## src/core/deac_pkg.sv

```systemverilog
// Package for the data EEPROM access controller: register map, field layout, timing.
// Assumes a 20 MHz system clock and an APB register port with 32-bit data.
package deac_pkg;
    localparam int          DEAC_CLK_HZ          = 20000000;
    localparam int          DEAC_PROG_TIME_US    = 5;
    localparam int          DEAC_PROG_CYCLES     = (DEAC_PROG_TIME_US * (DEAC_CLK_HZ / 1000000));
    localparam int          DEAC_ADDR_W          = 12;
    localparam int          DEAC_ROW_W           = 2;
    localparam int          DEAC_COL_W           = 5;
    localparam int          DEAC_NUM_LATCH       = 32;
    localparam int          DEAC_ARRAY_BYTES     = 128;
    localparam int          DEAC_CNT_W           = 24;
    // Byte addresses on APB
    localparam logic [11:0] DEAC_CSR_ADDR        = 12'h030;
    localparam logic [11:0] DEAC_CFG_ADDR        = 12'h034;
    localparam logic [11:0] DEAC_ARRAY_BASE      = 12'h800;
    localparam logic [11:0] DEAC_ARRAY_MASK      = 12'hf80;
    // Control/status and config field positions, reset and fill values
    localparam int          DEAC_PGM_BIT         = 0;
    localparam int          DEAC_LAT_BIT         = 1;
    localparam int          DEAC_PROT_BIT        = 0;
    localparam logic [7:0]  DEAC_CSR_RESET       = 8'h00;
    localparam logic [7:0]  DEAC_ERASED_BYTE     = 8'hff;
    localparam logic [31:0] DEAC_UNDRIVEN_WORD   = 32'h0000_0000;

    typedef enum logic [3:0] {
        DEAC_IDLE   = 4'b0001,
        DEAC_PROG   = 4'b0010,
        DEAC_WAIT   = 4'b0100,
        DEAC_HALT   = 4'b1000
    } deac_state_t;
endpackage

```

## src/core/deac_top.sv

```systemverilog
// Data EEPROM access controller: array storage, page latches, control/status register, APB slave.
// Assumes CPU core drives wait/halt requests and protection option as same-clock logic levels.
//
// Contract
// - Latch-mode 0: array reads like plain read-only memory.
// - Latch-mode 1, program 0: writes fill one of 32 page latches.
// - Setting program bit commits all latched bytes, up to 32, in one cycle.
// - Row comes from last latched write; software keeps upper address fixed.
// - Cycle end clears program and latch-mode bits in the same clock.
// - Repeat write to a latch stores AND of old and new byte.
// - Latches clear only at cycle end, latch-mode falling edge, in halt or at reset.
// - Page latch contents are never readable.
// - Wait request: idle enters wait now; programming finishes first.
// - Halt request enters halt at once, abandoning programming.
// - Array read while latch-mode is 1 returns undriven data.
// - Array write while latch-mode is 0 is ignored.
// - Reset during programming aborts the cycle; array contents undefined.
// - Protection blocks external read and rewrite; removing it erases array.
// - Latch-mode at bit 1, program at bit 0, bits 7:2 read zero.
// - Software clears latch-mode only while program bit is 0.
// - Program bit reads 1 throughout a running cycle; here a software write of 0 clears it mid-cycle.
// - Control/status resets to 00h.
// - Cycle duration timed internally, no software involvement.
`timescale 1ns/1ps
module deac_top
    import deac_pkg::*;
#(
    parameter int PROG_CYCLES = DEAC_PROG_CYCLES
)(
    input  wire logic        clk_in,           // System clock, 20 MHz
    input  wire logic        srst_in,          // Synchronous reset, active high
    input  wire logic        ce_in,            // Clock enable, freezes state when low
    input  wire logic        psel_in,          // APB select
    input  wire logic        penable_in,       // APB enable
    input  wire logic        pwrite_in,        // APB direction
    input  wire logic [11:0] paddr_in,         // APB byte address
    input  wire logic [31:0] pwdata_in,        // APB write data
    output logic      [31:0] prdata_out,       // APB read data
    output logic             pready_out,       // APB ready
    output logic             pslverr_out,      // APB error
    input  wire logic        wfi_req_in,       // Wait-for-interrupt or active-halt entry
    input  wire logic        halt_req_in,      // Halt instruction
    input  wire logic        protect_in,       // Read-out protection option level
    input  wire logic        ext_access_in,    // Current access comes from external tool
    output logic             busy_out,         // Programming cycle running
    output logic             wait_out,         // EEPROM in wait state
    output logic             halt_out          // EEPROM in halt state
);
    logic [7:0]              mem_q [DEAC_ARRAY_BYTES];
    logic [7:0]              latch_q [DEAC_NUM_LATCH];
    logic [DEAC_NUM_LATCH-1:0] lvalid_q;
    logic [DEAC_ROW_W-1:0]   row_q;
    logic                    lat_q;
    logic                    pgm_q;
    logic                    protect_q;
    deac_state_t             state_q;
    logic [DEAC_CNT_W-1:0]   cnt_q;
    logic [31:0]             prdata_q;
    logic                    slverr_q;

    logic                    acc;
    logic                    wr;
    logic                    hit_csr;
    logic                    hit_cfg;
    logic                    hit_arr;
    logic                    blocked;
    logic                    done;
    logic                    lat_fall;
    logic                    erase_all;
    logic [DEAC_COL_W-1:0]   col;
    logic [DEAC_ROW_W-1:0]   row;
    logic                    lat_d;
    logic                    pgm_d;
    logic                    setup;
    logic                    lwr;
    logic                    arr_rd_ok;
    logic [7:0]              csr_view;
    logic [DEAC_ARRAY_BYTES-1:0] commit;

    // Single-cycle access phase: slave always ready
    assign acc     = psel_in && penable_in && ce_in;
    assign wr      = acc && pwrite_in;
    assign col     = paddr_in[DEAC_COL_W-1:0];
    assign row     = paddr_in[DEAC_COL_W+DEAC_ROW_W-1:DEAC_COL_W];
    assign blocked = protect_q && ext_access_in;

    // Decode, strobe and commit helpers
    // Setup-phase strobe: read data is loaded here so it stands through the access phase
    assign setup     = psel_in && !penable_in && ce_in;
    // A latch takes a byte only in write mode with no cycle running and no protection hit
    assign lwr       = wr && hit_arr && lat_q && !pgm_q && !blocked;
    assign arr_rd_ok = !lat_q && !blocked;

    always_comb
    begin
        hit_csr = 1'b0;
        hit_cfg = 1'b0;
        hit_arr = 1'b0;
        if (paddr_in == DEAC_CSR_ADDR)
        begin
            hit_csr = 1'b1;
        end
        else if (paddr_in == DEAC_CFG_ADDR)
        begin
            hit_cfg = 1'b1;
        end
        else if ((paddr_in & DEAC_ARRAY_MASK) == DEAC_ARRAY_BASE)
        begin
            hit_arr = 1'b1;
        end
    end

    // Counter expiry ends the cycle; zero latched bytes still run the full time
    assign done      = (state_q == DEAC_PROG) && (cnt_q == DEAC_CNT_W'(PROG_CYCLES - 1));
    assign lat_fall  = lat_q && !lat_d;
    // Option removal wipes the whole array before access reopens
    assign erase_all = protect_q && !protect_in && ce_in;

    // Reserved bits come from the reset word, which holds them at zero
    always_comb
    begin
        csr_view               = DEAC_CSR_RESET;
        csr_view[DEAC_LAT_BIT] = lat_q;
        csr_view[DEAC_PGM_BIT] = pgm_q;
    end

    // Commit strobe per cell: only latched columns of the captured row are touched
    for (genvar g = 0; g < DEAC_ARRAY_BYTES; g++)
    begin : g_commit
        assign commit[g] = done && lvalid_q[g % DEAC_NUM_LATCH]
                           && (row_q == DEAC_ROW_W'(g / DEAC_NUM_LATCH));
    end

    // Control/status next value
    always_comb
    begin
        lat_d = lat_q;
        pgm_d = pgm_q;
        if (wr && hit_csr && state_q != DEAC_HALT)
        begin
            if (pwdata_in[DEAC_LAT_BIT])
            begin
                lat_d = 1'b1;
            end
            else if (!pgm_q)
            begin
                lat_d = 1'b0;
            end
            // Program bit only starts with latch mode on; a clear mid-cycle is honoured and ends the run with nothing committed
            pgm_d = pwdata_in[DEAC_PGM_BIT] && lat_d;
        end
        if (done || state_q == DEAC_HALT)
        begin
            lat_d = 1'b0;
            pgm_d = 1'b0;
        end
    end

    always_ff @(posedge clk_in)
    begin
        if (srst_in)
        begin
            lat_q <= DEAC_CSR_RESET[DEAC_LAT_BIT];
            pgm_q <= DEAC_CSR_RESET[DEAC_PGM_BIT];
        end
        else if (ce_in)
        begin
            lat_q <= lat_d;
            pgm_q <= pgm_d;
        end
    end

    always_ff @(posedge clk_in)
    begin
        if (srst_in)
        begin
            protect_q <= 1'b0;
        end
        else if (ce_in)
        begin
            protect_q <= protect_in;
        end
    end

    // Cycle timer runs only in the programming state; any other state rearms it from zero
    always_ff @(posedge clk_in)
    begin
        if (srst_in)
        begin
            cnt_q <= '0;
        end
        else if (ce_in)
        begin
            if (state_q == DEAC_PROG)
            begin
                cnt_q <= cnt_q + 1'b1;
            end
            else
            begin
                cnt_q <= '0;
            end
        end
    end

    // Sequencer; reset drops any cycle in flight and leaves the array as it stands
    always_ff @(posedge clk_in)
    begin
        if (srst_in)
        begin
            state_q <= DEAC_IDLE;
        end
        else if (ce_in)
        begin
            case (state_q)
                DEAC_IDLE:
                begin
                    if (halt_req_in)
                    begin
                        state_q <= DEAC_HALT;
                    end
                    else if (pgm_d && !pgm_q)
                    begin
                        state_q <= DEAC_PROG;
                    end
                    else if (wfi_req_in)
                    begin
                        state_q <= DEAC_WAIT;
                    end
                end
                DEAC_PROG:
                begin
                    if (halt_req_in)
                    begin
                        state_q <= DEAC_HALT;
                    end
                    else if (!pgm_d && !done)
                    begin
                        state_q <= DEAC_IDLE;
                    end
                    else if (done)
                    begin
                        state_q <= wfi_req_in ? DEAC_WAIT : DEAC_IDLE;
                    end
                end
                DEAC_WAIT:
                begin
                    if (halt_req_in)
                    begin
                        state_q <= DEAC_HALT;
                    end
                    // A run started from wait must still be timed, or busy would never drop
                    else if (pgm_d && !pgm_q)
                    begin
                        state_q <= DEAC_PROG;
                    end
                    else if (!wfi_req_in)
                    begin
                        state_q <= DEAC_IDLE;
                    end
                end
                DEAC_HALT:
                begin
                    if (!halt_req_in)
                    begin
                        state_q <= DEAC_IDLE;
                    end
                end
                default:
                begin
                    state_q <= DEAC_IDLE;
                end
            endcase
        end
    end

    // Page latches and row capture
    always_ff @(posedge clk_in)
    begin
        if (srst_in)
        begin
            lvalid_q <= '0;
            row_q    <= '0;
        end
        else if (ce_in)
        begin
            if (done || lat_fall || state_q == DEAC_HALT)
            begin
                lvalid_q <= '0;
            end
            else if (lwr)
            begin
                lvalid_q[col] <= 1'b1;
                row_q         <= row;
            end
        end
    end

    always_ff @(posedge clk_in)
    begin
        if (ce_in && !srst_in && lwr)
        begin
            // Unprogrammed latch starts erased so the first write stores plainly
            latch_q[col] <= (lvalid_q[col] ? latch_q[col] : DEAC_ERASED_BYTE)
                            & pwdata_in[7:0];
        end
    end

    // Array cells; no reset so contents survive and stay undefined after an abort
    always_ff @(posedge clk_in)
    begin
        if (ce_in && !srst_in)
        begin
            for (int i = 0; i < DEAC_ARRAY_BYTES; i++)
            begin
                if (erase_all)
                begin
                    mem_q[i] <= DEAC_ERASED_BYTE;
                end
                else if (commit[i])
                begin
                    mem_q[i] <= latch_q[i % DEAC_NUM_LATCH];
                end
            end
        end
    end

    // APB read data; latches have no read path
    always_ff @(posedge clk_in)
    begin
        if (srst_in)
        begin
            prdata_q <= '0;
        end
        else if (setup)
        begin
            prdata_q <= DEAC_UNDRIVEN_WORD;
            if (hit_csr)
            begin
                prdata_q[7:0] <= csr_view;
            end
            else if (hit_cfg)
            begin
                prdata_q[DEAC_PROT_BIT] <= protect_q;
            end
            else if (hit_arr && arr_rd_ok)
            begin
                prdata_q[7:0] <= mem_q[paddr_in[DEAC_COL_W+DEAC_ROW_W-1:0]];
            end
        end
    end

    // Unmapped addresses answer with an error in the access phase
    always_ff @(posedge clk_in)
    begin
        if (srst_in)
        begin
            slverr_q <= 1'b0;
        end
        else if (setup)
        begin
            slverr_q <= !(hit_csr || hit_cfg || hit_arr);
        end
    end

    assign prdata_out  = prdata_q;
    assign pready_out  = 1'b1;
    // Error shows only while the access phase is on the bus
    assign pslverr_out = slverr_q && acc;
    // Program bit doubles as the busy flag seen by the core
    assign busy_out    = pgm_q;
    assign wait_out    = (state_q == DEAC_WAIT);
    assign halt_out    = (state_q == DEAC_HALT);
endmodule

```

## config.mk

```make
export PLATFORM = sky130hd
export DESIGN_NAME = deac_top
export DESIGN_NICKNAME = d
export VERILOG_FILES = /design/src/core/deac_pkg.sv /design/src/core/deac_top.sv
export SDC_FILE = /design/constraint.sdc
export NUM_CORES = 2
export LEC_CHECK = 0
export ABC_AREA = 0
export BUFFER_PORTS_ARGS = -buffer_cell sky130_fd_sc_hd__buf_2
export CORE_MARGIN = 2
export CORE_UTILIZATION = 40
export DETAILED_ROUTE_END_ITERATION = 16
export GPL_TIMING_DRIVEN = 0
export PLACE_DENSITY = 0.56
export RECOVER_POWER = 100
export SYNTH_ARGS = -nofsm -noshare
export SYNTH_HDL_FRONTEND = slang
export SYNTH_SLANG_ARGS = --single-unit
```

## constraint.sdc

```tcl
create_clock -name clk_in -period 5.5 [get_ports clk_in]
set_input_delay 0.55 -clock clk_in [delete_from_list [all_inputs] [get_ports clk_in]]
set_output_delay 0.55 -clock clk_in [all_outputs]
set_load 0.1 [all_outputs]
```

==> results.py <==
metrics = {
    "die": {
        "chipHeight_um": 391,
        "die_area_um2": 152000,
        "boundaryPins": 91,
        "initial_core_util": 0.404,
        "die_w_um": 391,
        "row_count": 141,
        "coreArea_um2": 148000,
    },
    "global_routing": {
        "grt_usage": 0.353,
        "first_global_vias": 38460,
        "grt_pass1_wl_mm": 353,
        "antenna_found_initial": 28,
        "grt_max_degree": 18,
        "overflow": 0,
    },
    "timing": {
        "rsz0062_at_grt": "false",
        "fmax_mhz": 174,
        "period_share": 1.05,
        "fin_skew_ns": 0.0581,
        "relSlewSlack": -1.13,
        "tightest_slew_ns": 3.18,
        "final_period_minus_worst_setup_slack_ns": 5.76,
        "setup_viol": 279,
        "fin_ws_ns": -0.263,
        "report.final.slew_viol_count": 138,
        "finalHoldViolations": 0,
    },
    "detailed_routing": {
        "routed_wirelength_mm": 270,
        "avgRoutedWirePerCell_um": 42.8,
        "drc": 0,
        "drt_iter0_markers": 7784,
        "vias_per_cell": 6.49,
        "ant_nets": 0,
        "firstDrtPassIters": 6,
        "vias": 41045,
    },
    "placement": {
        "gp_congestion": 1.04,
        "dp_cells": 6042,
        "io_buffers": 37,
        "post-place-ws_ns": -0.632,
        "hpwlAfterDp_mm": 197,
    },
    "power": {
        "clkPwrFrac": 0.447,
        "p_per_area_nw_per_um2": 337,
        "p_int_mw": 17.4,
        "p_switching_mw": 5.42,
        "p_leak_nw": 23.6,
        "fin_total_pwr_mw": 22.8,
        "sw_frac_of_total": 0.238,
        "pwr-share-comb": 0.057,
        "p_seq_frac": 0.496,
        "ir_drop_v": 0.000299,
    },
    "setup_path": {
        "endpoint_kind": "flop",
        "r2r_cells": 8,
        "start_kind": "input port",
        "crit_fanout": 10,
        "crit_type": "input port to flop",
        "critPathArrivalTime_ns": 6.50,
        "required_ns": 6.24,
    },
    "cts": {
        "path_clk_slew_ns": 0.06,
        "clkLatencyLatePin_ns": 0.84,
        "cts_buffers": 147,
        "cts_tree": "done",
        "clock-root-buffer": "clkbuf_16",
        "max-clock-path-buffers": 3,
        "cts_num_sinks": 1354,
        "cts_max_level": 4,
    },
    "layout": {
        "final_util": 0.456,
        "fin_nets": 4318,
        "areaGrowthSynthToFinish_pct": 12.9,
        "drive_gt1_frac": 0.172,
        "layout.cells.non_filler": 6324,
    },
    "run_status": {
        "violations": "max-capacitance violations, max-slew violations, negative setup slack",
        "outcome": "complete, but fails checks",
    },
    "logic_synthesis": {
        "yosys_register_bits": 1354,
        "synthArstFlopShare": 0,
        "synth_cell_types": 67,
        "yosysSeqAreaShare": 0.668,
        "yosys_warnings": 0,
        "syn_area_per_cell_um2": 14.8,
        "synthCells": 4036,
        "synth-main-ff-cell": "edfxtp_1",
        "syn_area_um2": 59800,
        "synth_edf_count": 1280,
    },
    "hold_path": {
        "hold-path-cell-count": 3,
        "hold_path_class": "input port to flop",
    },
    "run": {
        "drv_cap": 14,
    },
}
==> routing by layer <==
metal | vias to the layer above | share of wire | global-route usage
li1 | 15479 | - | -
met2 | 3568 | 0.41 | 0.492
met4 | 16 | 0.073 | 0.214
met1 | 21253 | 0.36 | 0.466
met5 | - | 0.00036 | 0
met3 | 729 | 0.15 | 0.133
==> cell usage in the layout, fill, tap and decap left out, drive strengths merged, types with 11 or more instances in the layout <==
master	netlist	routed
edfxtp	1280	1280
a21oi	70	70
mux4	359	359
a21o	132	132
bufinv	0	14
nor2	123	123
nor3	19	19
inv	9	16
clkinv	0	59
nand2	1064	1064
a211oi	11	11
a22oi	26	26
nand3	15	15
or3	13	13
nor2b	273	273
mux2i	61	61
conb	2	25
clkbuf	112	421
dfxtp	74	74
o21ai	19	19
nand2b	16	16
diode	0	12
buf	206	135
o22ai	11	11
==> power by group through the flow <==
stage | combinational, mW | clock, mW | sequential [mW]
after CTS | 1.25 | 10.1 | 11.3
after global routing | 1.27 | 10.5 | 11.3
final | 1.30 | 10.2 | 11.3
after global placement | 1.21 | 0 | 11.5
after detailed placement | 1.25 | 0 | 11.5
after floorplan | 0.602 | 0 | 11.5
==> flip-flops by register name, summed over array words and instances (netlist names), 2 cells and up <==
| signal | cells |
|---|---|
| state_q | 4 |
| lvalid_q | 32 |
| mem_q | 1024 |
| latch_q | 256 |
| cnt_q | 24 |
| prdata_out | 8 |
| row_q | 2 |
==> Yosys cell counts (10+ instances only) <==
cell type / n / area share
edfxtp_1: 1280 / 0.64
nand2_1: 1064 / 0.067
mux4_2: 359 / 0.14
nor2b_1: 273 / 0.029
buf_2: 142 / 0.012
a21o_1: 132 / 0.017
nor2_1: 122 / 0.0077
clkbuf_1: 112 / 0.0070
dfxtp_1: 74 / 0.025
a21oi_1: 70 / 0.0059
mux2i_1: 61 / 0.010
buf_4: 49 / 0.0062
a22oi_1: 26 / 0.0033
o21ai_0: 19 / 0.0016
nand2b_1: 16 / 0.0017
nand3_1: 15 / 0.0013
nor3_1: 14 / 0.0012
or3_1: 13 / 0.0014
a211oi_1: 11 / 0.0014
o22ai_1: 11 / 0.0012
buf_1: 10 / 0.00063
xor2_1: 10 / 0.0015
==> timing repair <==
| action | CTS | global route |
|---|---|---|
| buffers inserted | 0 | 0 |
| endpoints found under the hold margin | 1 | 0 |
| gates resized for setup | 0 | 0 |
| hold buffers | 1 | 0 |
==> path summary, 6_finish.rpt <==
kind	startpoint	end	slack, ns
max	paddr_in[0]	lvalid_q[9]$_SDFFE_PP0P_	-0.26
min	halt_req_in	state_q[3]$_SDFFE_PP0P_	0.10
min reg2reg	slverr_q$_SDFFE_PP0P_	slverr_q$_SDFFE_PP0P_	0.50
max reg2reg	state_q[1]$_SDFFE_PP0P_	mem_q[48][5]$_SDFFCE_PN1P_	-0.17
==> cell type report <==
type | instances | area, µm²
Tap cell | 1930 | 2410
Clock inverter | 84 | 908
Antenna cell | 12 | 30.0
Sequential cell | 1354 | 39900
Multi-Input combinational cell | 2378 | 18300
Buffer | 318 | 1500
Timing Repair Buffer | 55 | 497
Fill cell | 13127 | 80500
Inverter | 9 | 33.8
Clock buffer | 184 | 3920
==> metrics by stage <==
step | hold slack [ns] | instance area (µm²) | setup TNS [ns]
3_5_place_dp | 0.479 | 62900 | -63.64
6_report | 0.101 | 67500 | -15.34
5_1_grt | 0.110 | 67500 | 0
2_1_floorplan | 0.457 | 59800 | 0
4_1_cts | 0.0411 | 67800 | 0
3_3_place_gp | 0.479 | 62400 | -1486.99
==> worst max-delay path, cell delays in order <==
cell and delay, ns:
clkbuf_2 0.31, buf_6 0.28, clkbuf_2 0.73, clkbuf_2 1.09
clkbuf_2 0.52, nor3b_1 2.47, a21oi_1 0.26, nor2_1 0.22
==> logic make-up (layout without fill, tap and decap cells) <==
kind of cell | Yosys count | after routing | share of synthesized area
compound gates | 321 | 321 | 0.0370
fa+ha+maj | 1 | 1 | 0.000209
other cells | 2 | 37 | 0.000126
flops | 1354 | 1354 | 0.668
mux | 428 | 428 | 0.147
xor+xnor | 17 | 17 | 0.00249
buf+inv | 327 | 650 | 0.0272
simple gates | 1586 | 1586 | 0.118
No activity file was read; power rests on OpenSTA's default activity.
